==> src/host_cfg_consts.svh <==
/*
 * offsets, field positions, reset values and timing counts of the host
 * configuration register bank and its eeprom loader.
 * assumes a 16-bit banked host port and a 50 MHz reference clock.
 */
`ifndef HOST_CFG_CONSTS_SVH
`define HOST_CFG_CONSTS_SVH

// bank numbers and word offsets inside a bank
`define BANK_SEL_OFS 4'hE
`define BANK_0 6'h00
`define BANK_1 6'h01
`define BANK_2 6'h02
`define BANK_3 6'h03
`define OFS_BASE_ADDR 4'h0
`define OFS_BURST_CTRL 4'h8
`define OFS_STN_LOW 4'h0
`define OFS_STN_MID 4'h2
`define OFS_STN_HIGH 4'h4
`define OFS_BUS_SPEED 4'h0
`define OFS_EE_CTRL 4'h2
`define OFS_SELFTEST 4'h4

// field positions
`define BURST_MSB 14
`define BURST_LSB 12
`define BASE_LSB 5
`define EE_SW_EN_BIT 4
`define EE_DI_BIT 3
`define ST_TX_DONE_BIT 12
`define ST_TX_FAIL_BIT 11
`define ST_RX_DONE_BIT 4
`define ST_RX_FAIL_BIT 3
`define EE_CFG_SPEED_BIT 1

// encodings
`define BURST_SINGLE 3'h0
`define BURST_4 3'h3
`define BURST_8 3'h5
`define BURST_16 3'h7
`define SPEED_125 2'h0
`define SPEED_62 2'h1
`define SPEED_41 2'h2
`define SPEED_25 2'h3
`define DIV_125 3'h1
`define DIV_62 3'h2
`define DIV_41 3'h3
`define DIV_25 3'h5

// reset values
`define BASE_ADDR_RESET 16'h0300
`define BANK_SEL_RESET 6'h00
`define BURST_RESET 3'h0
`define SPEED_RESET 2'h0

// eeprom word map and serial read command
`define EE_WORD_BASE 3'h0
`define EE_WORD_STN_LOW 3'h1
`define EE_WORD_STN_MID 3'h2
`define EE_WORD_STN_HIGH 3'h3
`define EE_WORD_CONFIG 3'h6
`define EE_LAST_WORD 3'h6
`define EE_READ_CMD 6'h30
`define EE_CMD_BITS 5'h09
`define EE_LAST_BIT 5'h19

// timing
`define CLK_PERIOD_NS 20
`define EE_SK_HALF_NS 500
`define EE_SK_HALF_CYC ((`EE_SK_HALF_NS + `CLK_PERIOD_NS - 1) / `CLK_PERIOD_NS)
`define STRAP_SETTLE 2'h3

`endif

==> src/host_cfg_pkg.sv <==
/*
 * state types of the host configuration bank.
 * assumes nothing beyond a SystemVerilog compiler.
 */
package host_cfg_pkg;

   typedef enum logic [1:0] {TOP_SETTLE, TOP_LOAD, TOP_READY} top_state_t;

   typedef enum logic [1:0] {LD_IDLE, LD_SK_LOW, LD_SK_HIGH, LD_GAP} loader_state_t;

endpackage

==> src/host_config_eeprom_regs.sv <==
/*
 * banked host configuration registers: base and station address, burst
 * length, on-chip bus speed, eeprom pin access and memory self-test flags.
 * assumes a host port on the reference clock doing 16-bit word accesses
 * with byte enables, and an eeprom plus strap arriving from pins.
 */
`timescale 1ns/100ps
`default_nettype none
`include "host_cfg_consts.svh"

module host_config_eeprom_regs
   import host_cfg_pkg::*;
#(
   parameter int EE_HALF_CYC = `EE_SK_HALF_CYC
)
(
   // clock and reset
   input wire logic i_ref_clk,
   input wire logic i_reset_n,
   // host register port
   input wire logic [3:0] i_host_addr,
   input wire logic i_host_rd,
   input wire logic i_host_wr,
   input wire logic [1:0] i_host_be,
   input wire logic [15:0] i_host_wdata,
   output logic [15:0] o_host_rdata,
   output logic o_host_rdata_valid,
   // eeprom pins and strap
   input wire logic i_eeprom_present_pin,
   input wire logic i_eeprom_serial_in,
   output logic o_eeprom_chip_sel,
   output logic o_eeprom_serial_clk,
   output logic o_eeprom_serial_out,
   // self-test results
   input wire logic i_tx_selftest_done,
   input wire logic i_tx_selftest_failed,
   input wire logic i_rx_selftest_done,
   input wire logic i_rx_selftest_failed,
   // configuration to the rest of the chip
   output logic [15:0] o_base_addr,
   output logic [47:0] o_station_addr,
   output logic [2:0] o_burst_len_field,
   output logic [4:0] o_burst_beats,
   output logic [1:0] o_bus_speed_field,
   output logic o_bus_tick,
   output logic o_config_busy
);

   // pin mux plus input synchroniser eat three cycles of each clock phase
   if (EE_HALF_CYC < 4 || EE_HALF_CYC > 255) begin : g_half_check
      $error("host_config_eeprom_regs: EE_HALF_CYC out of range");
   end

   typedef struct packed {
      top_state_t st;
      logic [1:0] settle;
      logic pres_s1;
      logic pres_s2;
      logic di_s1;
      logic di_s2;
      logic [5:0] bank;
      logic [10:0] base;
      logic [2:0] burst;
      logic [4:0] beats;
      logic [15:0] stn_low;
      logic [15:0] stn_mid;
      logic [15:0] stn_high;
      logic [1:0] speed;
      logic sw_en;
      logic [2:0] pins;
      logic [2:0] pin_q;
      logic [15:0] rdata;
      logic rvalid;
   } top_reg_t;

   localparam logic [15:0] BASE_RST = `BASE_ADDR_RESET;
   localparam top_reg_t TOP_RESET = '{
      st: TOP_SETTLE,
      bank: `BANK_SEL_RESET,
      base: BASE_RST[15:`BASE_LSB],
      burst: `BURST_RESET,
      beats: 5'h01,
      speed: `SPEED_RESET,
      default: '0
   };

   top_reg_t r, n;
   logic ld_start;
   logic ld_done;
   logic ld_valid;
   logic [2:0] ld_idx;
   logic [15:0] ld_data;
   logic ld_cs;
   logic ld_sk;
   logic ld_do;
   logic [3:0] wofs;
   logic [15:0] wm;
   logic [15:0] rd;

   ////////////////////////////////////////////////////////////////////////
   // helpers

   function automatic logic [15:0] merge(input logic [15:0] old, input logic [15:0] wd,
                                         input logic [1:0] be);
      merge = {be[1] ? wd[15:8] : old[15:8], be[0] ? wd[7:0] : old[7:0]};
   endfunction

   // reserved codes fall back to single transfers
   function automatic logic [4:0] beats_of(input logic [2:0] code);
      case (code)
         `BURST_4: beats_of = 5'h04;
         `BURST_8: beats_of = 5'h08;
         `BURST_16: beats_of = 5'h10;
         default: beats_of = 5'h01;
      endcase
   endfunction

   // byte lane bit 0 is ignored: every register is a whole word
   assign wofs = {i_host_addr[3:1], 1'b0};

   ////////////////////////////////////////////////////////////////////////
   // next state

   always_comb begin
      n = r;
      n.rvalid = 1'b0;
      ld_start = 1'b0;
      wm = 16'h0000;
      rd = 16'h0000;

      n.pres_s1 = i_eeprom_present_pin;
      n.pres_s2 = r.pres_s1;
      n.di_s1 = i_eeprom_serial_in;
      n.di_s2 = r.di_s1;

      // strap is judged only once the synchroniser has filled after release
      unique case (r.st)
         TOP_SETTLE: begin
            if (r.settle == `STRAP_SETTLE) begin
               if (r.pres_s2) begin
                  ld_start = 1'b1;
                  n.st = TOP_LOAD;
               end else begin
                  n.st = TOP_READY;
               end
            end else begin
               n.settle = r.settle + 2'h1;
            end
         end
         TOP_LOAD: begin
            if (ld_done) begin
               n.st = TOP_READY;
            end
         end
         TOP_READY: begin
         end
      endcase

      // host writes; nothing here ever starts an eeprom write cycle
      if (i_host_wr) begin
         if (wofs == `BANK_SEL_OFS) begin
            wm = merge({10'h000, r.bank}, i_host_wdata, i_host_be);
            n.bank = wm[5:0];
         end else begin
            case (r.bank)
               `BANK_0: begin
                  case (wofs)
                     `OFS_BASE_ADDR: begin
                        wm = merge({r.base, 5'h00}, i_host_wdata, i_host_be);
                        n.base = wm[15:`BASE_LSB];
                     end
                     `OFS_BURST_CTRL: begin
                        wm = merge({1'b0, r.burst, 12'h000}, i_host_wdata, i_host_be);
                        n.burst = wm[`BURST_MSB:`BURST_LSB];
                     end
                     default: begin
                     end
                  endcase
               end
               `BANK_2: begin
                  case (wofs)
                     `OFS_STN_LOW: n.stn_low = merge(r.stn_low, i_host_wdata, i_host_be);
                     `OFS_STN_MID: n.stn_mid = merge(r.stn_mid, i_host_wdata, i_host_be);
                     `OFS_STN_HIGH: n.stn_high = merge(r.stn_high, i_host_wdata, i_host_be);
                     default: begin
                     end
                  endcase
               end
               `BANK_3: begin
                  case (wofs)
                     `OFS_BUS_SPEED: begin
                        wm = merge({14'h0000, r.speed}, i_host_wdata, i_host_be);
                        n.speed = wm[1:0];
                     end
                     `OFS_EE_CTRL: begin
                        wm = merge({11'h000, r.sw_en, 1'b0, r.pins}, i_host_wdata, i_host_be);
                        n.sw_en = wm[`EE_SW_EN_BIT];
                        n.pins = wm[2:0];
                     end
                     default: begin
                     end
                  endcase
               end
               default: begin
               end
            endcase
         end
      end

      // words arriving from the eeprom overwrite a racing host write
      if (ld_valid) begin
         case (ld_idx)
            `EE_WORD_BASE: n.base = ld_data[15:`BASE_LSB];
            `EE_WORD_STN_LOW: n.stn_low = ld_data;
            `EE_WORD_STN_MID: n.stn_mid = ld_data;
            `EE_WORD_STN_HIGH: n.stn_high = ld_data;
            `EE_WORD_CONFIG: n.speed = ld_data[`EE_CFG_SPEED_BIT] ? `SPEED_25 : `SPEED_125;
            default: begin
            end
         endcase
      end

      n.beats = beats_of(n.burst);

      // pin owner; control bits are held but kept off the pins while access is off
      n.pin_q = r.sw_en ? r.pins : {ld_do, ld_sk, ld_cs};

      // read path
      if (i_host_rd) begin
         if (wofs == `BANK_SEL_OFS) begin
            rd = {10'h000, r.bank};
         end else begin
            case (r.bank)
               `BANK_0: begin
                  case (wofs)
                     `OFS_BASE_ADDR: rd = {r.base, 5'h00};
                     `OFS_BURST_CTRL: rd = {1'b0, r.burst, 12'h000};
                     default: rd = 16'h0000;
                  endcase
               end
               `BANK_2: begin
                  case (wofs)
                     `OFS_STN_LOW: rd = r.stn_low;
                     `OFS_STN_MID: rd = r.stn_mid;
                     `OFS_STN_HIGH: rd = r.stn_high;
                     default: rd = 16'h0000;
                  endcase
               end
               `BANK_3: begin
                  case (wofs)
                     `OFS_BUS_SPEED: rd = {14'h0000, r.speed};
                     `OFS_EE_CTRL: begin
                        rd = {11'h000, r.sw_en, 1'b0, r.pins};
                        rd[`EE_DI_BIT] = r.di_s2;
                     end
                     `OFS_SELFTEST: begin
                        rd[`ST_TX_DONE_BIT] = i_tx_selftest_done;
                        rd[`ST_TX_FAIL_BIT] = i_tx_selftest_failed;
                        rd[`ST_RX_DONE_BIT] = i_rx_selftest_done;
                        rd[`ST_RX_FAIL_BIT] = i_rx_selftest_failed;
                     end
                     default: rd = 16'h0000;
                  endcase
               end
               default: rd = 16'h0000;
            endcase
         end
         n.rdata = rd;
         n.rvalid = 1'b1;
      end
   end

   always_ff @(posedge i_ref_clk or negedge i_reset_n) begin
      if (!i_reset_n) begin
         r <= TOP_RESET;
      end else begin
         r <= n;
      end
   end

   ////////////////////////////////////////////////////////////////////////
   // submodules

   eeprom_loader #(
      .HALF_CYC(EE_HALF_CYC)
   ) u_loader (
      .i_ref_clk(i_ref_clk),
      .i_reset_n(i_reset_n),
      .i_start(ld_start),
      .o_done(ld_done),
      .o_word_valid(ld_valid),
      .o_word_idx(ld_idx),
      .o_word_data(ld_data),
      .i_serial_in(r.di_s2),
      .o_chip_sel(ld_cs),
      .o_serial_clk(ld_sk),
      .o_serial_out(ld_do)
   );

   bus_speed_divider u_speed (
      .i_ref_clk(i_ref_clk),
      .i_reset_n(i_reset_n),
      .i_speed(r.speed),
      .o_tick(o_bus_tick)
   );

   ////////////////////////////////////////////////////////////////////////
   // outputs

   assign o_host_rdata = r.rdata;
   assign o_host_rdata_valid = r.rvalid;
   assign o_eeprom_serial_out = r.pin_q[2];
   assign o_eeprom_serial_clk = r.pin_q[1];
   assign o_eeprom_chip_sel = r.pin_q[0];
   assign o_base_addr = {r.base, 5'h00};
   assign o_station_addr = {r.stn_high, r.stn_mid, r.stn_low};
   assign o_burst_len_field = r.burst;
   assign o_burst_beats = r.beats;
   assign o_bus_speed_field = r.speed;
   assign o_config_busy = (r.st != TOP_READY);

endmodule
`default_nettype wire

==> src/bus_speed_divider.sv <==
/*
 * one-cycle enable pulse at the selected on-chip bus rate.
 * assumes the speed code comes from logic on the same clock.
 */
`timescale 1ns/100ps
`default_nettype none
`include "host_cfg_consts.svh"

module bus_speed_divider
   import host_cfg_pkg::*;
(
   // clock and reset
   input wire logic i_ref_clk,
   input wire logic i_reset_n,
   // control
   input wire logic [1:0] i_speed,
   output logic o_tick
);

   typedef struct packed {
      logic [2:0] cnt;
      logic tick;
   } div_state_t;

   div_state_t r, n;
   logic [2:0] ratio;

   always_comb begin
      unique case (i_speed)
         `SPEED_125: ratio = `DIV_125;
         `SPEED_62: ratio = `DIV_62;
         `SPEED_41: ratio = `DIV_41;
         `SPEED_25: ratio = `DIV_25;
      endcase
      n = r;
      // a new code takes effect at the next reload, so rate changes are glitch free
      if (r.cnt == 3'h0) begin
         n.tick = 1'b1;
         n.cnt = ratio - 3'h1;
      end else begin
         n.tick = 1'b0;
         n.cnt = r.cnt - 3'h1;
      end
   end

   always_ff @(posedge i_ref_clk or negedge i_reset_n) begin
      if (!i_reset_n) begin
         r <= '0;
      end else begin
         r <= n;
      end
   end

   assign o_tick = r.tick;

endmodule
`default_nettype wire

==> src/eeprom_loader.sv <==
/*
 * serial eeprom reader: fetches words 0 to 6 one read command at a time.
 * assumes a three-wire serial eeprom and a data input already synchronised.
 */
`timescale 1ns/100ps
`default_nettype none
`include "host_cfg_consts.svh"

module eeprom_loader
   import host_cfg_pkg::*;
#(
   parameter int HALF_CYC = `EE_SK_HALF_CYC
)
(
   // clock and reset
   input wire logic i_ref_clk,
   input wire logic i_reset_n,
   // control
   input wire logic i_start,
   output logic o_done,
   // loaded words
   output logic o_word_valid,
   output logic [2:0] o_word_idx,
   output logic [15:0] o_word_data,
   // serial pins
   input wire logic i_serial_in,
   output logic o_chip_sel,
   output logic o_serial_clk,
   output logic o_serial_out
);

   if (HALF_CYC < 1 || HALF_CYC > 255) begin : g_half_check
      $error("eeprom_loader: HALF_CYC out of range");
   end

   localparam logic [7:0] HALF_RELOAD = 8'(HALF_CYC - 1);

   typedef struct packed {
      loader_state_t st;
      logic [7:0] cnt;
      logic [4:0] bitn;
      logic [2:0] word;
      logic [15:0] sreg;
      logic cs;
      logic sk;
      logic dout;
      logic valid;
      logic done;
      logic [2:0] widx;
   } loader_reg_t;

   loader_reg_t r, n;

   // start bit, read opcode, then the six address bits; zero while data comes back
   function automatic logic cmd_bit(input logic [2:0] word, input logic [4:0] bitn);
      logic [8:0] cmd;
      cmd = {`EE_READ_CMD, word};
      cmd_bit = (bitn < `EE_CMD_BITS) ? cmd[4'(5'h08 - bitn)] : 1'b0;
   endfunction

   always_comb begin
      n = r;
      n.valid = 1'b0;
      n.done = 1'b0;
      n.cnt = (r.cnt == 8'h00) ? HALF_RELOAD : r.cnt - 8'h01;
      unique case (r.st)
         LD_IDLE: begin
            n.cs = 1'b0;
            n.sk = 1'b0;
            if (i_start) begin
               n.st = LD_SK_LOW;
               n.word = `EE_WORD_BASE;
               n.bitn = 5'h00;
               n.cs = 1'b1;
               n.cnt = HALF_RELOAD;
               n.dout = cmd_bit(`EE_WORD_BASE, 5'h00);
            end
         end
         LD_SK_LOW: begin
            if (r.cnt == 8'h00) begin
               n.sk = 1'b1;
               n.st = LD_SK_HIGH;
            end
         end
         LD_SK_HIGH: begin
            if (r.cnt == 8'h00) begin
               n.sk = 1'b0;
               // sampled at the end of the high phase, long after the part drives it
               if (r.bitn >= `EE_CMD_BITS) begin
                  n.sreg = {r.sreg[14:0], i_serial_in};
               end
               if (r.bitn == `EE_LAST_BIT) begin
                  n.cs = 1'b0;
                  n.st = LD_GAP;
               end else begin
                  n.bitn = r.bitn + 5'h01;
                  n.dout = cmd_bit(r.word, r.bitn + 5'h01);
                  n.st = LD_SK_LOW;
               end
            end
         end
         LD_GAP: begin
            if (r.cnt == 8'h00) begin
               n.valid = 1'b1;
               n.widx = r.word;
               if (r.word == `EE_LAST_WORD) begin
                  n.done = 1'b1;
                  n.st = LD_IDLE;
               end else begin
                  n.word = r.word + 3'h1;
                  n.bitn = 5'h00;
                  n.cs = 1'b1;
                  n.dout = cmd_bit(r.word + 3'h1, 5'h00);
                  n.st = LD_SK_LOW;
               end
            end
         end
      endcase
   end

   always_ff @(posedge i_ref_clk or negedge i_reset_n) begin
      if (!i_reset_n) begin
         r <= '{st: LD_IDLE, default: '0};
      end else begin
         r <= n;
      end
   end

   assign o_done = r.done;
   assign o_word_valid = r.valid;
   assign o_word_idx = r.widx;
   assign o_word_data = r.sreg;
   assign o_chip_sel = r.cs;
   assign o_serial_clk = r.sk;
   assign o_serial_out = r.dout;

endmodule
`default_nettype wire

==> config.mk <==
export PLATFORM = sky130hd
export DESIGN_NAME = host_config_eeprom_regs
export DESIGN_NICKNAME = d
export VERILOG_FILES = /design/src/host_cfg_pkg.sv /design/src/host_config_eeprom_regs.sv /design/src/bus_speed_divider.sv /design/src/eeprom_loader.sv
export VERILOG_INCLUDE_DIRS = /design/src
export SDC_FILE = /design/constraint.sdc
export NUM_CORES = 1
export LEC_CHECK = 0
export BUFFER_PORTS_ARGS = -buffer_cell sky130_fd_sc_hd__buf_2
export CAP_MARGIN = 25
export CORE_MARGIN = 2
export CORE_UTILIZATION = 60
export CTS_BUF_LIST = sky130_fd_sc_hd__clkbuf_8
export DETAILED_ROUTE_END_ITERATION = 6
export GPL_ROUTABILITY_DRIVEN = 0
export PLACE_DENSITY = 0.9
export REMOVE_ABC_BUFFERS = 1
export SLEW_MARGIN = 10
export SYNTH_ARGS = -nofsm -noshare
export SYNTH_HDL_FRONTEND = slang
export SYNTH_SLANG_ARGS = --single-unit
==> constraint.sdc <==
create_clock -name i_ref_clk -period 6.42 [get_ports i_ref_clk]
set_input_delay 0.642 -clock i_ref_clk [delete_from_list [all_inputs] [get_ports i_ref_clk]]
set_output_delay 0.642 -clock i_ref_clk [all_outputs]
set_load 0.02 [all_outputs]
==> results.json, run 1 <==
{
  "die_height_um": 121,
  "p_comb_share_pct": 22.2,
  "firstDrtPassIters": 7,
  "overflow": 0,
  "hpwl_um": 13700,
  "cts-buffers-inserted": 17,
  "synth_cell_types": 70,
  "hold_buffers": 0,
  "grt_max_degree": 91,
  "num_antenna_cells": 0,
  "tritoncts": "done",
  "drtIter0Drc": 855,
  "cts-resized-gates": 0,
  "cts_setup_buffers": 0,
  "via_per_inst": 6.24,
  "core-area_um2": 13300,
  "num_vias": 6397,
  "initial_core_util_pct": 62.0,
  "fmax_ghz": 0.364,
  "whs_ps": 203,
  "peakVddDrop_mv": 0.161,
  "dpl_cell_area_um2": 8310,
  "die_area_um2": 14800,
  "clock_skew_ps": 10.6,
  "slew_headroom_pct": 28.6,
  "synth-seq-cells": 152,
  "post-route-drc-count": 0,
  "drive_above_1_share_pct": 25.8,
  "clock_latency_ps": 470,
  "synth_edf_count": 0,
  "synthToLayoutAreaGrowth_pct": 5.55,
  "crit_type": "reg -> reg",
  "p_per_area_nw_per_um2": 301,
  "io_buffers": 120,
  "grtUsageTotal_pct": 28.7,
  "final-hold-violation-count": 0,
  "final_area_um2": 8740,
  "clock_sinks": 152,
  "p_int_mw": 1.74,
  "detail-route-antenna-nets": 0,
  "worstPathRequired_ps": 6770,
  "wirelength_um": 20500,
  "start_kind": "flip-flop",
  "tightest_slew_ps": 1070,
  "pwr-share-clk_pct": 29.6,
  "num_rows": 42,
  "die_w_um": 121,
  "seqPwrFrac_pct": 48.2,
  "switching_power_mw": 0.887,
  "yosys_most_used_dff": "dfrtp_1",
  "finalSetupViolations": 0,
  "dpl_worst_slack_ps": 3680,
  "grt_pass1_wl_um": 32300,
  "ys_seq_area_share_pct": 46.0,
  "leakagePower_nw": 4.04,
  "outcome": "finished, final reports clean",
  "syn_inst": 819,
  "setup_ws_ps": 3670,
  "cts_root_buf": "clkbuf_8",
  "swShare_pct": 33.8,
  "avgSynthCellArea_um2": 10.1,
  "cts.htree.levels": 4,
  "cap_violations": 0,
  "yosys_warnings": 0,
  "worstHoldPathType": "in -> async",
  "netlist_area_um2": 8280,
  "n_fill_cell": 969,
  "path_max_fanout": 16,
  "async_flop_share_pct": 100,
  "clkTransAtPathRegs_ps": 80,
  "wl_per_cell_um": 20.0,
  "p_total_mw": 2.63,
  "finalCriticalPeriod_ps": 2750,
  "ioPinCount": 128,
  "clockBufferDepth": 2,
  "final_nets": 881,
  "cp.arrival_ps": 3100,
  "antenna_found_initial": 0,
  "first_global_vias": 6146,
  "cp-end-kind": "flip-flop",
  "rsz0062_at_grt": "false",
  "reg2reg_depth": 6,
  "slew_viol_final": 0,
  "fin_crit_sh_pct": 42.8,
  "setup_tns_ps": 0
}
## cell type report
type | count | area [um^2] | share of cell area, %
timing repair buffer | 127 | 659 | 7.55
multi-input combinational | 519 | 3550 | 40.7
inverter | 19 | 71.3 | 0.816
clock buffer | 20 | 275 | 3.15
clock inverter | 12 | 149 | 1.70
tap | 176 | 220 | 2.52
sequential | 152 | 3810 | 43.6
## sequential cells by signal (all words and copies together), names as in the netlist, 2 cells and up
register              flops
u_loader.r               18
r                        16
u_loader.o_word_data     16
u_speed.r                 3
o_station_addr           48
o_burst_len_field         3
o_bus_speed_field         2
n                         2
o_host_rdata             16
o_burst_beats             4
u_loader.o_word_idx       3
o_base_addr              11
## worst max-delay path, stage by stage (launching register included)
cell     delay (ps)
dfrtp_1         480
inv_1           130
ha_1            210
or4_1           410
a21oi_1         140
or3_1           820
mux2_2          430
## layer usage
| layer | wire length (um) | share of wire [%] | global-route usage [%] |
|---|---|---|---|
| met5 | 0 | 0 | 0 |
| met4 | 835 | 4.1 | 13.5 |
| met3 | 1860 | 9.1 | 7.52 |
| met2 | 9820 | 48 | 44.8 |
| met1 | 7970 | 39 | 37.6 |
## synthesized netlist by cell type (3+ instances only)
cell type,count,area [um^2]
dfstp_2,3,78.8
nand2_1,94,353
dfrtp_1,149,3730
buf_1,3,11.3
xnor2_1,5,43.8
nand4_1,6,37.5
a21oi_1,16,80.1
nor2_1,48,180
and2_1,4,25.0
buf_6,5,56.3
o221a_2,3,33.8
inv_1,19,71.3
and3_1,6,37.5
nand3b_1,3,22.5
ha_1,13,163
a22oi_1,9,67.6
nand3_1,21,105
a31oi_1,23,144
nand4b_1,5,43.8
clkbuf_1,31,116
mux2_2,29,327
a32oi_1,5,43.8
o22ai_1,9,56.3
xor2_1,5,43.8
buf_2,5,25.0
o21ai_0,43,215
mux2i_1,64,641
nand2b_1,7,43.8
nor3_1,10,50.1
mux2_4,10,150
o21ai_1,19,95.1
buf_4,90,676
nor2b_1,6,37.5
o2bb2ai_1,5,43.8
## per-stage QoR
| stage | utilization [%] | std cells |
|---|---|---|
| finish | 65.5 | 1025 |
| CTS | 65.5 | 1025 |
| detailed placement | 62.3 | 993 |
| floorplan | - | 690 |
| global route | 65.5 | 1025 |
| global placement | 62.3 | 993 |
## cells by family (layout without fill, tap and decap cells)
family	Yosys count	after routing	share of synthesized area, %
multiplexers	103	103	13.5
XOR/XNOR	10	10	1.06
other	1	6	0.0453
adder cells (fa/ha/maj)	13	13	1.96
buffers and inverters	153	178	11.5
flip-flops	152	152	46.0
AO/OA/AOI/OAI	152	152	11.5
AND/OR/NAND/NOR	235	235	14.4
## worst paths after layout
check                                           from                 endpoint  slack [ps]
worst max register to register        u_loader.r[28]  u_loader.o_word_data[1]        3670
worst max-delay path                  u_loader.r[28]  u_loader.o_word_data[1]        3670
max in group asynchronous                  i_reset_n       o_station_addr[19]        4830
min in group i_ref_clk          i_eeprom_present_pin                   n[101]         270
worst min-delay path                       i_reset_n       o_station_addr[26]         200
worst min register to register                 n[99]                    r[99]         350
## layout by cell type, fill, tap and decap left out, types with 20 or more instances in the layout
| cell | instances |
|---|---|
| a31oi_1 | 23 |
| buf_2 | 119 |
| clkbuf_8 | 20 |
| dfrtp_1 | 149 |
| inv_1 | 20 |
| mux2_2 | 29 |
| mux2i_1 | 64 |
| nand2_1 | 94 |
| nand3_1 | 21 |
| nor2_1 | 48 |
| o21ai_0 | 43 |
## power by group through the flow
| stage | registers [mW] | logic [mW] | clock network (mW) |
|---|---|---|---|
| 2_1_floorplan | 1.34 | 0.271 | 0 |
| 5_1_grt | 1.28 | 0.635 | 0.825 |
| 3_3_place_gp | 1.27 | 0.552 | 0 |
| 3_5_place_dp | 1.28 | 0.575 | 0 |
| 6_report | 1.27 | 0.582 | 0.779 |
| 4_1_cts | 1.26 | 0.580 | 0.782 |
Power figures use the tool's default switching activity.
==> inputs of run 2 (changes only) <==
- CORE_UTILIZATION: 60 -> 59
- PLACE_DENSITY: 0.9 -> 0.88
- clock period: 6.42 -> 2.9 ns (I/O delays scaled with it)
==> results.json, run 2 (synthesis results as in run 1) <==
{
  "slew_viol_final": 0,
  "setup_tns_ps": 0,
  "overflow": 0,
  "worstPathRequired_ps": 3210,
  "ioPinCount": 128,
  "initial_core_util_pct": 60.1,
  "num_vias": 6404,
  "dp_cells": 1005,
  "worst-path-buf-inv": 0,
  "cp.arrival_ps": 2750,
  "finalCriticalPeriod_ps": 2440,
  "cp-end-kind": "flip-flop",
  "grtUsageTotal_pct": 27.6,
  "drtIter0Drc": 745,
  "fmax_ghz": 0.410,
  "start_kind": "flip-flop",
  "final_cell_mix": "149 x dfrtp_1, 119 x buf_2, 94 x nand2_1",
  "final_common_cell": "dfrtp_1",
  "clkTransAtPathRegs_ps": 80,
  "slew_headroom_pct": 45.9,
  "cts_setup_buffers": 0,
  "worstHoldPathType": "in -> reg",
  "clockBufferDepth": 2,
  "p_per_area_nw_per_um2": 648,
  "largest_register_ffs": 48,
  "synthToLayoutAreaGrowth_pct": 6.50,
  "num_rows": 43,
  "wirelength_um": 20100,
  "stdcell_count": 1040,
  "cts.htree.levels": 4,
  "crit_type": "reg -> reg",
  "path_max_fanout": 8,
  "cp_top_family": "simple AND/OR/NAND/NOR gates",
  "post-route-drc-count": 0,
  "cp_slowest_cell": "or4_4",
  "peakVddDrop_mv": 0.389,
  "path_cells": "or4_4 -> nor3_4 -> and3_1 -> mux2i_1 -> o21ai_1",
  "detail-route-antenna-nets": 0,
  "grt_max_degree": 87,
  "tightest_slew_ps": 812,
  "num_antenna_cells": 0,
  "wl_per_cell_um": 19.3,
  "firstDrtPassIters": 6,
  "clock_sinks": 152,
  "drive_above_1_share_pct": 26.2,
  "clock_latency_ps": 470,
  "final_nets": 892,
  "dpl_worst_slack_ps": 552,
  "setup_ws_ps": 464,
  "leakagePower_nw": 4.09,
  "finalSetupViolations": 0,
  "cap_violations": 0,
  "die_height_um": 122,
  "io_buffers": 120,
  "first_global_vias": 6204,
  "clock_skew_ps": 17.5,
  "tritoncts": "done",
  "fin_crit_sh_pct": 84.0,
  "antenna_found_initial": 0,
  "die_area_um2": 15000,
  "cts_root_buf": "clkbuf_8",
  "max_stage_delay_ps": 630,
  "rsz0062_at_grt": "false",
  "final-hold-violation-count": 0,
  "cts-buffers-inserted": 17,
  "hpwl_um": 13800,
  "fin_util_pct": 64.0,
  "via_per_inst": 6.16,
  "core-area_um2": 13800,
  "die_w_um": 122,
  "outcome": "finished, final reports clean",
  "grt_pass1_wl_um": 31600
}
==> run 2: path summary, 6_finish.rpt <==
check,start,to,slack [ps],cells past startpoint
worst max-delay path,r[96],o_station_addr[23],460,5
worst min-delay path,i_host_wdata[11],o_station_addr[43],110,3
worst max register to register,r[96],o_station_addr[23],460,5
worst min register to register,n[101],r[101],360,0
max in group asynchronous,i_reset_n,u_loader.o_word_data[1],1620,3
min in group asynchronous,i_reset_n,o_station_addr[9],440,2
==> run 2: final cells by class <==
cell class | count | area [um^2]
Tap cell | 180 | 225
Timing Repair Buffer | 138 | 762
Multi-Input combinational cell | 519 | 3550
Clock inverter | 11 | 106
Fill cell | 1075 | 4960
Inverter | 19 | 71.3
Sequential cell | 152 | 3810
Clock buffer | 21 | 289
==> run 2: metrics by stage <==
| step | area [um^2] | power (mW) | hold WS (ps) |
|---|---|---|---|
| after detailed placement | 8390 | 4.10 | 342 |
| final | 8820 | 5.71 | 106 |
| after global placement | 8390 | 4.04 | 333 |
| after floorplan | 7410 | 3.57 | -5.59 |
| after global routing | 8820 | 5.97 | 124 |
| after CTS | 8820 | 5.71 | 91.9 |
==> run 2: metal layers <==
| layer | GRT usage (%) | up-vias | share of wire, % |
|---|---|---|---|
| met5 | 0 | - | 0 |
| met4 | 15.1 | 0 | 3.6 |
| met3 | 4.79 | 59 | 8.3 |
| met2 | 43.2 | 349 | 48 |
| li1 | - | 2840 | - |
| met1 | 36.5 | 3156 | 40 |
==> run 2: tightest hold or removal path, cell delays in order <==
cell,delay (ps)
buf_2,120
nand2_1,50
a31oi_1,70
==> run 2: where the power goes <==
group	internal [mW]	switching, mW
Sequential	2.44	0.357
Combinational	0.505	0.778
Clock	0.840	0.783
Total	3.79	1.92
==> run 2: what timing repair did <==
item / 4_1_cts / 5_1_grt
hold endpoints to repair: 83 / 0
resized for setup: 0 / 0
hold buffers: 3 / 0
